$ cat config.mk
export PLATFORM = sky130hd
export DESIGN_NAME = cpurf_top
export DESIGN_NICKNAME = d
export VERILOG_FILES = /design/src/core/cpurf_pkg.sv /design/src/core/cpurf_flag_eval.sv /design/src/core/cpurf_addr_decode.sv /design/src/core/cpurf_top.sv
export SDC_FILE = /design/constraint.sdc
export NUM_CORES = 2
export LEC_CHECK = 0
export BUFFER_PORTS_ARGS = -buffer_cell sky130_fd_sc_hd__buf_4
export CAP_MARGIN = 20
export CELL_PAD_IN_SITES_DETAIL_PLACEMENT = 0
export CELL_PAD_IN_SITES_GLOBAL_PLACEMENT = 1
export CORE_MARGIN = 3
export CORE_UTILIZATION = 45
export CTS_BUF_LIST = sky130_fd_sc_hd__clkbuf_4
export CTS_CLUSTER_SIZE = 40
export DETAILED_ROUTE_END_ITERATION = 10
export PLACE_DENSITY = 0.84
export SYNTH_ARGS = -nofsm -noshare
export SYNTH_HDL_FRONTEND = slang
export SYNTH_HIERARCHICAL = 1
export SYNTH_SLANG_ARGS = --single-unit
$ cat constraint.sdc
create_clock -name clock -period 28.5 [get_ports clock]
set_clock_uncertainty 0.2 [all_clocks]
set_input_delay 2.85 -clock clock [delete_from_list [all_inputs] [get_ports clock]]
set_output_delay 2.85 -clock clock [all_outputs]
set_load 0.005 [all_outputs]
$ cat src/core/cpurf_pkg.sv
// Package with shared constants and carriers for the processor register file.
package cpurf_pkg;

	// ------------------------------------------------------------------
	// Register widths
	// ------------------------------------------------------------------
	localparam int DATA_W = 16;
	localparam int ADDR_W = 24;
	localparam int FLAG_W = 16;

	// ------------------------------------------------------------------
	// Avalon word offsets (byte addresses, one aligned word each)
	// ------------------------------------------------------------------
	localparam logic [7:0] OFS_DATA_ZERO    = 8'h00;
	localparam logic [7:0] OFS_DATA_ONE     = 8'h04;
	localparam logic [7:0] OFS_DATA_TWO     = 8'h08;
	localparam logic [7:0] OFS_DATA_THREE   = 8'h0C;
	localparam logic [7:0] OFS_ADDR_ZERO    = 8'h10;
	localparam logic [7:0] OFS_ADDR_ONE     = 8'h14;
	localparam logic [7:0] OFS_STATIC_BASE  = 8'h18;
	localparam logic [7:0] OFS_FRAME_BASE   = 8'h1C;
	localparam logic [7:0] OFS_USER_SP      = 8'h20;
	localparam logic [7:0] OFS_INT_SP       = 8'h24;
	localparam logic [7:0] OFS_VECTOR_BASE  = 8'h28;
	localparam logic [7:0] OFS_NEXT_IP      = 8'h2C;
	localparam logic [7:0] OFS_FLAG_WORD    = 8'h30;
	localparam logic [7:0] OFS_LONG_LOW     = 8'h34;
	localparam logic [7:0] OFS_LONG_HIGH    = 8'h38;
	localparam logic [7:0] OFS_ACTIVE_SP    = 8'h3C;
	localparam logic [7:0] OFS_EVENT        = 8'h40;
	localparam logic [7:0] OFS_ALU_RESULT   = 8'h44;
	localparam logic [7:0] OFS_PROBE_ADDR   = 8'h48;
	localparam logic [7:0] OFS_REGION       = 8'h4C;

	// ------------------------------------------------------------------
	// Flag word bit positions
	// ------------------------------------------------------------------
	localparam int FLG_CARRY    = 0;
	localparam int FLG_DEBUG    = 1;
	localparam int FLG_ZERO     = 2;
	localparam int FLG_SIGN     = 3;
	localparam int FLG_BANK     = 4;
	localparam int FLG_OVERFLOW = 5;
	localparam int FLG_INT_EN   = 6;
	localparam int FLG_STACK    = 7;
	localparam int FLG_IPL_LO   = 12;
	localparam int FLG_IPL_HI   = 14;
	localparam logic [15:0] FLG_IMPL_MASK = 16'h70FF;
	localparam logic [15:0] FLG_RESET     = 16'h0000;

	// ------------------------------------------------------------------
	// Event register fields
	// ------------------------------------------------------------------
	localparam int EVT_HW_INT   = 0;
	localparam int EVT_SW_INT   = 1;
	localparam int EVT_LVL_LO   = 8;
	localparam int EVT_LVL_HI   = 10;
	localparam int EVT_NUM_LO   = 16;
	localparam int EVT_NUM_HI   = 21;
	localparam int EVT_ACCEPT   = 0;
	localparam logic [5:0] SW_INT_STACK_MAX = 6'h1F;

	// Alu result register fields.
	localparam int ALU_CARRY  = 16;
	localparam int ALU_OVF    = 17;
	localparam int ALU_UPDATE = 18;
	localparam int ALU_WIDE   = 19;

	// ------------------------------------------------------------------
	// Memory map
	// ------------------------------------------------------------------
	localparam logic [23:0] SFR_FIRST     = 24'h000000;
	localparam logic [23:0] SFR_LAST      = 24'h0003FF;
	localparam logic [23:0] RAM_FIRST     = 24'h000400;
	localparam logic [23:0] SPAGE_FIRST   = 24'hFFFE00;
	localparam logic [23:0] SPAGE_LAST    = 24'hFFFFDB;
	localparam logic [23:0] FIXVEC_FIRST  = 24'hFFFFDC;
	localparam logic [23:0] RAM_SIZE_DEF  = 24'h008000;
	localparam logic [23:0] ROM_SIZE_DEF  = 24'h040000;

	// Region codes returned by the address decoder.
	typedef enum logic [2:0] {
		CPURF_REG_SFR,
		CPURF_REG_RAM,
		CPURF_REG_EXT,
		CPURF_REG_ROM,
		CPURF_REG_SPAGE,
		CPURF_REG_FIXVEC
	} cpurf_region_t;

	// Decoder answer carried as one group.
	typedef struct packed {
		cpurf_region_t region;
		logic          reserved;
	} cpurf_decode_t;

	// One bank of eight banked registers.
	typedef struct packed {
		logic [15:0] data_reg_zero;
		logic [15:0] data_reg_one;
		logic [15:0] data_reg_two;
		logic [15:0] data_reg_three;
		logic [23:0] addr_pointer_zero;
		logic [23:0] addr_pointer_one;
		logic [23:0] static_base;
		logic [23:0] frame_base;
	} cpurf_bank_t;

	// Flag result from the flag evaluator.
	typedef struct packed {
		logic carry;
		logic zero;
		logic sign;
		logic overflow;
	} cpurf_arith_t;

endpackage

$ cat src/core/cpurf_flag_eval.sv
// Flag evaluator that derives zero and sign from an arithmetic result.
`timescale 1ns/1ps
module cpurf_flag_eval (
	input  wire logic [31:0]          result,
	input  wire logic                 wide,
	input  wire logic                 carry_in,
	input  wire logic                 ovf_in,
	output cpurf_pkg::cpurf_arith_t   flags
);
	// ------------------------------------------------------------------
	// Evaluation
	// ------------------------------------------------------------------
	// Narrow results look only at the low word so stale upper bits
	// never disturb a 16-bit operation.
	always_comb
	begin
		flags.carry    = carry_in;
		flags.overflow = ovf_in;
		if (wide)
		begin
			flags.zero = (result == 32'h00000000);
			flags.sign = result[31];
		end
		else
		begin
			flags.zero = (result[15:0] == 16'h0000);
			flags.sign = result[15];
		end
	end
endmodule

$ cat src/core/cpurf_addr_decode.sv
// Address decoder for the 16-Mbyte linear memory map.
`timescale 1ns/1ps
module cpurf_addr_decode (
	input  wire logic [23:0]          addr,
	input  wire logic [23:0]          ram_size,
	input  wire logic [23:0]          rom_size,
	input  wire logic [127:0]         sfr_present,
	output cpurf_pkg::cpurf_decode_t  decode
);
	// ------------------------------------------------------------------
	// Decode
	// ------------------------------------------------------------------
	// The fixed vectors and special page sit inside the ROM window, so
	// they are tested first and take priority over the plain ROM area.
	always_comb
	begin
		decode.reserved = 1'b0;
		if (addr >= cpurf_pkg::FIXVEC_FIRST)
			decode.region = cpurf_pkg::CPURF_REG_FIXVEC;
		else if (addr >= cpurf_pkg::SPAGE_FIRST &&
			addr <= cpurf_pkg::SPAGE_LAST)
			decode.region = cpurf_pkg::CPURF_REG_SPAGE;
		else if (addr >= 24'hFFFFFF - rom_size + 24'h000001)
			decode.region = cpurf_pkg::CPURF_REG_ROM;
		else if (addr <= cpurf_pkg::SFR_LAST)
		begin
			decode.region   = cpurf_pkg::CPURF_REG_SFR;
			// Each presence bit covers eight bytes of the area.
			decode.reserved = ~sfr_present[addr[9:3]];
		end
		else if (addr < cpurf_pkg::RAM_FIRST + ram_size)
			decode.region = cpurf_pkg::CPURF_REG_RAM;
		else
			decode.region = cpurf_pkg::CPURF_REG_EXT;
	end
endmodule

$ cat src/core/cpurf_top.sv
// Processor register file, flag word and memory map decoder.
//
// Implementation choices: the Avalon-MM register port and the address map.
`timescale 1ns/1ps
module cpurf_top (
	input  wire logic         clock,
	input  wire logic         rst,
	input  wire logic [7:0]   avs_address,
	input  wire logic         avs_read,
	input  wire logic         avs_write,
	input  wire logic [31:0]  avs_writedata,
	input  wire logic [3:0]   avs_byteenable,
	output logic      [31:0]  avs_readdata,
	output logic              avs_waitrequest,
	output logic [23:0]       active_stack_pointer,
	output logic [15:0]       processor_flag_word,
	output logic              interrupt_taken,
	output logic [2:0]        processor_priority_level
);
	// ------------------------------------------------------------------
	// Parameters of the memory sizes
	// ------------------------------------------------------------------
	localparam logic [23:0] RAM_SIZE = cpurf_pkg::RAM_SIZE_DEF;
	localparam logic [23:0] ROM_SIZE = cpurf_pkg::ROM_SIZE_DEF;
	// Every eight-byte slot of the peripheral area is present by default.
	localparam logic [127:0] SFR_PRESENT = {128{1'b1}};

	// ------------------------------------------------------------------
	// State
	// ------------------------------------------------------------------
	typedef struct packed {
		cpurf_pkg::cpurf_bank_t [1:0] bank;
		logic [23:0] user_stack_pointer;
		logic [23:0] interrupt_stack_pointer;
		logic [23:0] vector_table_base;
		logic [23:0] next_instruction_pointer;
		logic [15:0] flag_word;
		logic        taken;
		logic        ack;
		logic [31:0] rdata;
		logic [31:0] alu_result;
		logic        alu_wide;
		logic [23:0] probe_addr;
	} cpurf_state_t;

	cpurf_state_t             st;
	cpurf_state_t             next_st;
	cpurf_pkg::cpurf_arith_t  arith;
	cpurf_pkg::cpurf_decode_t decode;
	logic [31:0]              wmask;
	logic                     sel_bank;
	logic                     wr;
	logic                     rd;

	// ------------------------------------------------------------------
	// Helpers
	// ------------------------------------------------------------------
	// Byte enables widen to a bit mask so partial writes reach halves.
	assign wmask = {{8{avs_byteenable[3]}}, {8{avs_byteenable[2]}},
		{8{avs_byteenable[1]}}, {8{avs_byteenable[0]}}};
	assign sel_bank = st.flag_word[cpurf_pkg::FLG_BANK];
	// A write lands at the edge that ends the wait state, where the
	// master samples waitrequest low. Reads fetch one edge earlier so the
	// registered data already stands at that edge.
	assign wr = avs_write & st.ack;
	assign rd = avs_read & ~st.ack;

	// One waitstate: the request is answered at the second edge after it rises.
	assign avs_waitrequest = (avs_read | avs_write) & ~st.ack;
	assign avs_readdata    = st.rdata;

	// ------------------------------------------------------------------
	// Submodules
	// ------------------------------------------------------------------
	cpurf_flag_eval u_flag_eval (
		.result   (avs_writedata),
		.wide     (avs_writedata[cpurf_pkg::ALU_WIDE]),
		.carry_in (avs_writedata[cpurf_pkg::ALU_CARRY]),
		.ovf_in   (avs_writedata[cpurf_pkg::ALU_OVF]),
		.flags    (arith)
	);

	cpurf_addr_decode u_addr_decode (
		.addr        (st.probe_addr),
		.ram_size    (RAM_SIZE),
		.rom_size    (ROM_SIZE),
		.sfr_present (SFR_PRESENT),
		.decode      (decode)
	);

	// ------------------------------------------------------------------
	// Merge of a 24-bit or 16-bit write under byte enables
	// ------------------------------------------------------------------
	function automatic logic [23:0] merge24(input logic [23:0] old,
		input logic [31:0] wd, input logic [31:0] m);
		merge24 = (old & ~m[23:0]) | (wd[23:0] & m[23:0]);
	endfunction

	function automatic logic [15:0] merge16(input logic [15:0] old,
		input logic [31:0] wd, input logic [31:0] m);
		merge16 = (old & ~m[15:0]) | (wd[15:0] & m[15:0]);
	endfunction

	// ------------------------------------------------------------------
	// Next state
	// ------------------------------------------------------------------
	// Register writes, interrupt events and the read mux all live here
	// so a single flag word copy carries every update: an event is one
	// branch of the write decode and never meets another write in a cycle.
	always_comb
	begin
		logic [2:0]  lvl;
		logic [5:0]  num;
		logic [23:0] active_sp;
		next_st = st;
		lvl = avs_writedata[cpurf_pkg::EVT_LVL_HI:cpurf_pkg::EVT_LVL_LO];
		num = avs_writedata[cpurf_pkg::EVT_NUM_HI:cpurf_pkg::EVT_NUM_LO];
		active_sp = st.flag_word[cpurf_pkg::FLG_STACK] ?
			st.user_stack_pointer : st.interrupt_stack_pointer;
		next_st.ack   = (avs_read | avs_write) & ~st.ack;
		next_st.taken = 1'b0;
		// Only the selected bank is touched; the other keeps its values.
		if (wr)
		begin
			case (avs_address)
			cpurf_pkg::OFS_DATA_ZERO:
				next_st.bank[sel_bank].data_reg_zero = merge16(
					st.bank[sel_bank].data_reg_zero,
					avs_writedata, wmask);
			cpurf_pkg::OFS_DATA_ONE:
				next_st.bank[sel_bank].data_reg_one = merge16(
					st.bank[sel_bank].data_reg_one,
					avs_writedata, wmask);
			cpurf_pkg::OFS_DATA_TWO:
				next_st.bank[sel_bank].data_reg_two = merge16(
					st.bank[sel_bank].data_reg_two,
					avs_writedata, wmask);
			cpurf_pkg::OFS_DATA_THREE:
				next_st.bank[sel_bank].data_reg_three = merge16(
					st.bank[sel_bank].data_reg_three,
					avs_writedata, wmask);
			cpurf_pkg::OFS_LONG_LOW:
			begin
				next_st.bank[sel_bank].data_reg_zero = merge16(
					st.bank[sel_bank].data_reg_zero,
					avs_writedata, wmask);
				next_st.bank[sel_bank].data_reg_two = merge16(
					st.bank[sel_bank].data_reg_two,
					{16'h0000, avs_writedata[31:16]},
					{16'h0000, wmask[31:16]});
			end
			cpurf_pkg::OFS_LONG_HIGH:
			begin
				next_st.bank[sel_bank].data_reg_one = merge16(
					st.bank[sel_bank].data_reg_one,
					avs_writedata, wmask);
				next_st.bank[sel_bank].data_reg_three = merge16(
					st.bank[sel_bank].data_reg_three,
					{16'h0000, avs_writedata[31:16]},
					{16'h0000, wmask[31:16]});
			end
			cpurf_pkg::OFS_ADDR_ZERO:
				next_st.bank[sel_bank].addr_pointer_zero = merge24(
					st.bank[sel_bank].addr_pointer_zero,
					avs_writedata, wmask);
			cpurf_pkg::OFS_ADDR_ONE:
				next_st.bank[sel_bank].addr_pointer_one = merge24(
					st.bank[sel_bank].addr_pointer_one,
					avs_writedata, wmask);
			cpurf_pkg::OFS_STATIC_BASE:
				next_st.bank[sel_bank].static_base = merge24(
					st.bank[sel_bank].static_base,
					avs_writedata, wmask);
			cpurf_pkg::OFS_FRAME_BASE:
				next_st.bank[sel_bank].frame_base = merge24(
					st.bank[sel_bank].frame_base,
					avs_writedata, wmask);
			cpurf_pkg::OFS_USER_SP:
				next_st.user_stack_pointer = merge24(
					st.user_stack_pointer, avs_writedata, wmask);
			cpurf_pkg::OFS_INT_SP:
				next_st.interrupt_stack_pointer = merge24(
					st.interrupt_stack_pointer, avs_writedata, wmask);
			cpurf_pkg::OFS_ACTIVE_SP:
				if (st.flag_word[cpurf_pkg::FLG_STACK])
					next_st.user_stack_pointer = merge24(
						st.user_stack_pointer, avs_writedata, wmask);
				else
					next_st.interrupt_stack_pointer = merge24(
						st.interrupt_stack_pointer, avs_writedata,
						wmask);
			cpurf_pkg::OFS_VECTOR_BASE:
				next_st.vector_table_base = merge24(
					st.vector_table_base, avs_writedata, wmask);
			cpurf_pkg::OFS_NEXT_IP:
				next_st.next_instruction_pointer = merge24(
					st.next_instruction_pointer, avs_writedata, wmask);
			cpurf_pkg::OFS_FLAG_WORD:
				// Unimplemented bits are dropped and read as zero.
				next_st.flag_word = merge16(st.flag_word, avs_writedata,
					wmask) & cpurf_pkg::FLG_IMPL_MASK;
			cpurf_pkg::OFS_ALU_RESULT:
			begin
				next_st.alu_result = avs_writedata;
				if (avs_writedata[cpurf_pkg::ALU_UPDATE])
				begin
					next_st.flag_word[cpurf_pkg::FLG_CARRY] =
						arith.carry;
					next_st.flag_word[cpurf_pkg::FLG_ZERO] =
						arith.zero;
					next_st.flag_word[cpurf_pkg::FLG_SIGN] =
						arith.sign;
					next_st.flag_word[cpurf_pkg::FLG_OVERFLOW] =
						arith.overflow;
				end
			end
			cpurf_pkg::OFS_PROBE_ADDR:
				next_st.probe_addr = merge24(st.probe_addr,
					avs_writedata, wmask);
			cpurf_pkg::OFS_EVENT:
			begin
				// A hardware request is maskable and level-checked.
				if (avs_writedata[cpurf_pkg::EVT_HW_INT] &&
					st.flag_word[cpurf_pkg::FLG_INT_EN] &&
					lvl > st.flag_word[cpurf_pkg::FLG_IPL_HI:
					cpurf_pkg::FLG_IPL_LO])
				begin
					next_st.taken = 1'b1;
					next_st.flag_word[cpurf_pkg::FLG_INT_EN] = 1'b0;
					next_st.flag_word[cpurf_pkg::FLG_STACK] = 1'b0;
				end
				// A software interrupt is never masked.
				else if (avs_writedata[cpurf_pkg::EVT_SW_INT])
				begin
					next_st.taken = 1'b1;
					next_st.flag_word[cpurf_pkg::FLG_INT_EN] = 1'b0;
					if (num <= cpurf_pkg::SW_INT_STACK_MAX)
						next_st.flag_word[cpurf_pkg::FLG_STACK] =
							1'b0;
				end
			end
			default:
				next_st.rdata = st.rdata;
			endcase
		end
		// Read mux, registered so data stands with the answer.
		if (rd)
		begin
			case (avs_address)
			cpurf_pkg::OFS_DATA_ZERO:
				next_st.rdata = {16'h0000, st.bank[sel_bank].data_reg_zero};
			cpurf_pkg::OFS_DATA_ONE:
				next_st.rdata = {16'h0000, st.bank[sel_bank].data_reg_one};
			cpurf_pkg::OFS_DATA_TWO:
				next_st.rdata = {16'h0000, st.bank[sel_bank].data_reg_two};
			cpurf_pkg::OFS_DATA_THREE:
				next_st.rdata = {16'h0000,
					st.bank[sel_bank].data_reg_three};
			cpurf_pkg::OFS_LONG_LOW:
				next_st.rdata = {st.bank[sel_bank].data_reg_two,
					st.bank[sel_bank].data_reg_zero};
			cpurf_pkg::OFS_LONG_HIGH:
				next_st.rdata = {st.bank[sel_bank].data_reg_three,
					st.bank[sel_bank].data_reg_one};
			cpurf_pkg::OFS_ADDR_ZERO:
				next_st.rdata = {8'h00,
					st.bank[sel_bank].addr_pointer_zero};
			cpurf_pkg::OFS_ADDR_ONE:
				next_st.rdata = {8'h00,
					st.bank[sel_bank].addr_pointer_one};
			cpurf_pkg::OFS_STATIC_BASE:
				next_st.rdata = {8'h00, st.bank[sel_bank].static_base};
			cpurf_pkg::OFS_FRAME_BASE:
				next_st.rdata = {8'h00, st.bank[sel_bank].frame_base};
			cpurf_pkg::OFS_USER_SP:
				next_st.rdata = {8'h00, st.user_stack_pointer};
			cpurf_pkg::OFS_INT_SP:
				next_st.rdata = {8'h00, st.interrupt_stack_pointer};
			cpurf_pkg::OFS_ACTIVE_SP:
				next_st.rdata = {8'h00, active_sp};
			cpurf_pkg::OFS_VECTOR_BASE:
				next_st.rdata = {8'h00, st.vector_table_base};
			cpurf_pkg::OFS_NEXT_IP:
				next_st.rdata = {8'h00, st.next_instruction_pointer};
			cpurf_pkg::OFS_FLAG_WORD:
				next_st.rdata = {16'h0000, st.flag_word};
			cpurf_pkg::OFS_ALU_RESULT:
				next_st.rdata = st.alu_result;
			cpurf_pkg::OFS_PROBE_ADDR:
				next_st.rdata = {8'h00, st.probe_addr};
			cpurf_pkg::OFS_REGION:
				next_st.rdata = {28'h0000000, decode.reserved,
					decode.region};
			default:
				next_st.rdata = 32'h00000000;
			endcase
		end
	end

	// ------------------------------------------------------------------
	// State register
	// ------------------------------------------------------------------
	always_ff @(posedge clock or posedge rst)
	begin
		if (rst)
		begin
			st <= '0;
			st.flag_word <= cpurf_pkg::FLG_RESET;
		end
		else
			st <= next_st;
	end

	// ------------------------------------------------------------------
	// Outputs
	// ------------------------------------------------------------------
	assign active_stack_pointer = st.flag_word[cpurf_pkg::FLG_STACK] ?
		st.user_stack_pointer : st.interrupt_stack_pointer;
	assign processor_flag_word = st.flag_word;
	assign interrupt_taken = st.taken;
	assign processor_priority_level =
		st.flag_word[cpurf_pkg::FLG_IPL_HI:cpurf_pkg::FLG_IPL_LO];
endmodule

==> impl_results.md <==
- Psw: 0.441 mW
- Worst r2r dst: avs_readdata[12]
- Crit. Startpoint: avs_read
- Clock root cell: clkbuf_4
- Crit path to: avs_waitrequest
- Peak supply drop: 0.0247 mV
- Switching share of total power: 0.276
- Setup crit start kind: input port
- Initial DRT Pass Iterations: 7
- Initial Util: 0.458
- Status: finished, final reports clean
- Yosys reg bits: 517
- RSZ-0062 raised after global routing: no
- DR vias: 24800
- Internal power contribution: 1.16 mW
- Final Hold Violating Endpoints: 0
- Reg2Reg Setup Slack: 23790 ps
- Final nets: 3006
- Mux contribution to synthesized area: 0.220
- Reg power frac: 0.476
- Post-synthesis cell count: 2593
- First-pass GRT wire length: 159000 um
- Syn-to-layout area delta: 13.4%
- Top delay family on crit path: buffers and inverters
- WP buf/inv: 2
- Setup CP Type: input port to primary output
- Setup TNS: 0 ps
- Synth unique cells: 96
- Area fraction in compound gates after synthesis: 0.172
- Area of the multi-input gates: 0.0159 mm^2
- Synth Area in XOR/XNOR: 0.00930
- Layout cells sized above 1: 0.286
- Max-cap violations: 0
- Pwr dens: 48.3 mW/mm^2
- CP cell instances: buf_4 -> nor2_1 -> nor2_1 -> buf_4
- Comb pwr share: 0.095
- Max incr delay on CP: 140 ps
- Post_cts resized: 0
- Clk slew on worst S/H paths: 60 ps
- Fillers: 5670
- Final setup vio count: 0
- H-tree levels: 4
- IO Pins: 125
- Antenna violations before repair: 9
- Port Buf Inserts: 119
- Vias/cell: 6.46
- Largest family of logic cells by synthesized area: multiplexers
- Final ANT Viol Nets: 0
- Number of synthesized flops with an enable pin: 0
- Max Slew Vio Count: 0
- Adder-Cell Fraction of Synth Area: 0.0223
- WP data required: 25450 ps
- R2R depth: 7
- Post-CTS Hold Fix Bufs: 0
- Crit end category: primary output
- Clock share of power: 0.429
- Wire length per cell: 27.9 um
- Synth warn: 6
- Relative slew slack: 0.186
- Register area: 0.0129 mm^2
- Slowest cell on crit path: buf_4
- Netlist Area Pre-Place: 0.0292 mm^2
- Non-filler cells in the finished layout: 3846
- Placer Congestion: 0.961
- Highest-count cells in the layout ignoring fill and taps: 515 x dfrtp_1, 386 x mux2_2, 259 x conb_1
- Die width: 261 um
- Die H: 261 um
- Vias in the first global route: 25000
- Total track usage: 0.315
- Syn_area_per_cell: 11.3 um^2
- DRC Markers: 0
- Worst EP arrival: 3280 ps
- Critical path fanouts, max: 3
- Ys async rst share: 1.00
- Num CTS Buffers: 141
- Final WL: 107000 um
- Clk sinks: 517
- Final worst-path cycle share: 0.222
- Largest net degree at the start of global routing: 183
- Post-CTS setup buffers: 0
- CP Depth: 4
- HPWL after detailed placement: 71400 um
- Commonest non-fill, non-tap cell in the layout: dfrtp_1
- Dpl cells: 3609
- Hold Path Class: flop to flop
- Fmax: 158 MHz
- Simple-Gate Fraction of Synth Area: 0.0836
- Core Region: 0.0637 mm^2
- Tightest Pin Transition: 1220 ps
- Drt initial violations: 3231
- Min Tclk post-route: 6330 ps
- Total congestion overflow: 0
- Total Die Area: 0.0679 mm^2
- Clk_lat worst skew: 1020 ps
- CTS tree: yes
- CTS Buffer Depth: 3
- Sequential fraction of the synthesis area: 0.443
- Pleak: 15.9 nW
- # rows: 92
- Ys flop type: dfrtp_1
-- kinds of logic (layout without fill, tap and decap cells) --
logic type | after synthesis | after routing
compound gates | 684 | 684
xor+xnor | 31 | 31
fa+ha+maj | 52 | 52
buf+inv | 290 | 437
flops | 517 | 517
mux | 548 | 548
other cells | 2 | 262
simple gates | 469 | 469
-- power groups by stage --
| stage | clock, mW | sequential, mW | combinational (mW) |
|---|---|---|---|
| floorplan | 0 | 0.767 | 0.0980 |
| global placement | 0 | 0.774 | 0.143 |
| detailed placement | 0 | 0.775 | 0.147 |
| CTS | 0.695 | 0.761 | 0.147 |
| global route | 0.738 | 0.762 | 0.162 |
| finish | 0.686 | 0.762 | 0.152 |
-- synthesized netlist by cell type (7+ instances only) --
| cell type | number | share of area |
|---|---|---|
| a2111oi_0 | 8 | 0.0024 |
| a211oi_1 | 16 | 0.0041 |
| a21o_1 | 11 | 0.0028 |
| a21oi_1 | 44 | 0.0075 |
| a221oi_1 | 12 | 0.0036 |
| a22o_1 | 152 | 0.046 |
| a22oi_1 | 66 | 0.017 |
| a311oi_1 | 17 | 0.0051 |
| a31oi_1 | 15 | 0.0032 |
| and3_1 | 14 | 0.0030 |
| buf_1 | 23 | 0.0030 |
| buf_2 | 68 | 0.012 |
| buf_4 | 55 | 0.014 |
| clkbuf_1 | 103 | 0.013 |
| dfrtp_1 | 517 | 0.44 |
| ha_1 | 52 | 0.022 |
| inv_1 | 32 | 0.0041 |
| mux2_2 | 386 | 0.15 |
| mux2i_1 | 125 | 0.043 |
| mux4_2 | 37 | 0.029 |
| nand2_1 | 127 | 0.016 |
| nand2b_1 | 26 | 0.0056 |
| nand3_1 | 38 | 0.0065 |
| nand4_1 | 14 | 0.0030 |
| nor2_1 | 114 | 0.015 |
| nor2b_1 | 27 | 0.0058 |
| nor3_1 | 22 | 0.0038 |
| nor4_1 | 19 | 0.0041 |
| nor4_2 | 7 | 0.0030 |
| o2111ai_1 | 10 | 0.0030 |
| o21a_1 | 8 | 0.0021 |
| o21ai_0 | 131 | 0.022 |
| o21ai_1 | 17 | 0.0029 |
| o22ai_1 | 65 | 0.014 |
| o2bb2ai_1 | 25 | 0.0075 |
| o31ai_1 | 9 | 0.0023 |
| o32ai_1 | 19 | 0.0057 |
| or3_1 | 7 | 0.0015 |
| xnor2_1 | 11 | 0.0033 |
| xor2_1 | 20 | 0.0060 |
-- per-layer routing --
layer	vias up	share of wire	routed length [um]	global-route usage
li1	10200	-	-	-
met2	1750	0.43	46500	0.460
met1	12400	0.38	40600	0.398
met4	10	0.059	6310	0.179
met3	437	0.13	13800	0.121
met5	-	0.00053	57	0
-- cell type report --
cell class,instances,share of cell area
diodes,3,0.000227
inverters,33,0.00397
flip-flops and latches,517,0.391
repair buffers,170,0.0387
clock inverters,32,0.00786
clock buffers,202,0.0458
well taps,846,0.0320
multi-input cells,2043,0.480
-- worst reg2reg max path, cell delays in order, from the launching register on --
cell	delay [ps]
dfrtp_4	840
buf_4	860
buf_4	840
mux2i_1	600
o22ai_1	250
a22o_1	250
a2111oi_0	550
a311oi_1	180
-- worst min-delay path by stage --
stage               cells after the start    to  slack (ps)
detailed placement                      2  flop         270
CTS                                     2  flop         280
global route                            1  flop         300
floorplan                               2  flop         250
global placement                        2  flop         260
finish                                  2  flop         280
-- per-stage QoR --
stage               area [um^2]  power (mW)   util  hold slack [ps]  worst slack (ps)
floorplan                 30100       0.865      -              246             11010
global placement          31300       0.918  0.492              260             22100
detailed placement        31300       0.921  0.492              268             22060
CTS                       33100        1.60  0.520              281             22170
global route              33100        1.66  0.520              300             22150
finish                    33100        1.60  0.520              279             22170
Note: power is estimated with default switching activity, not from simulation.
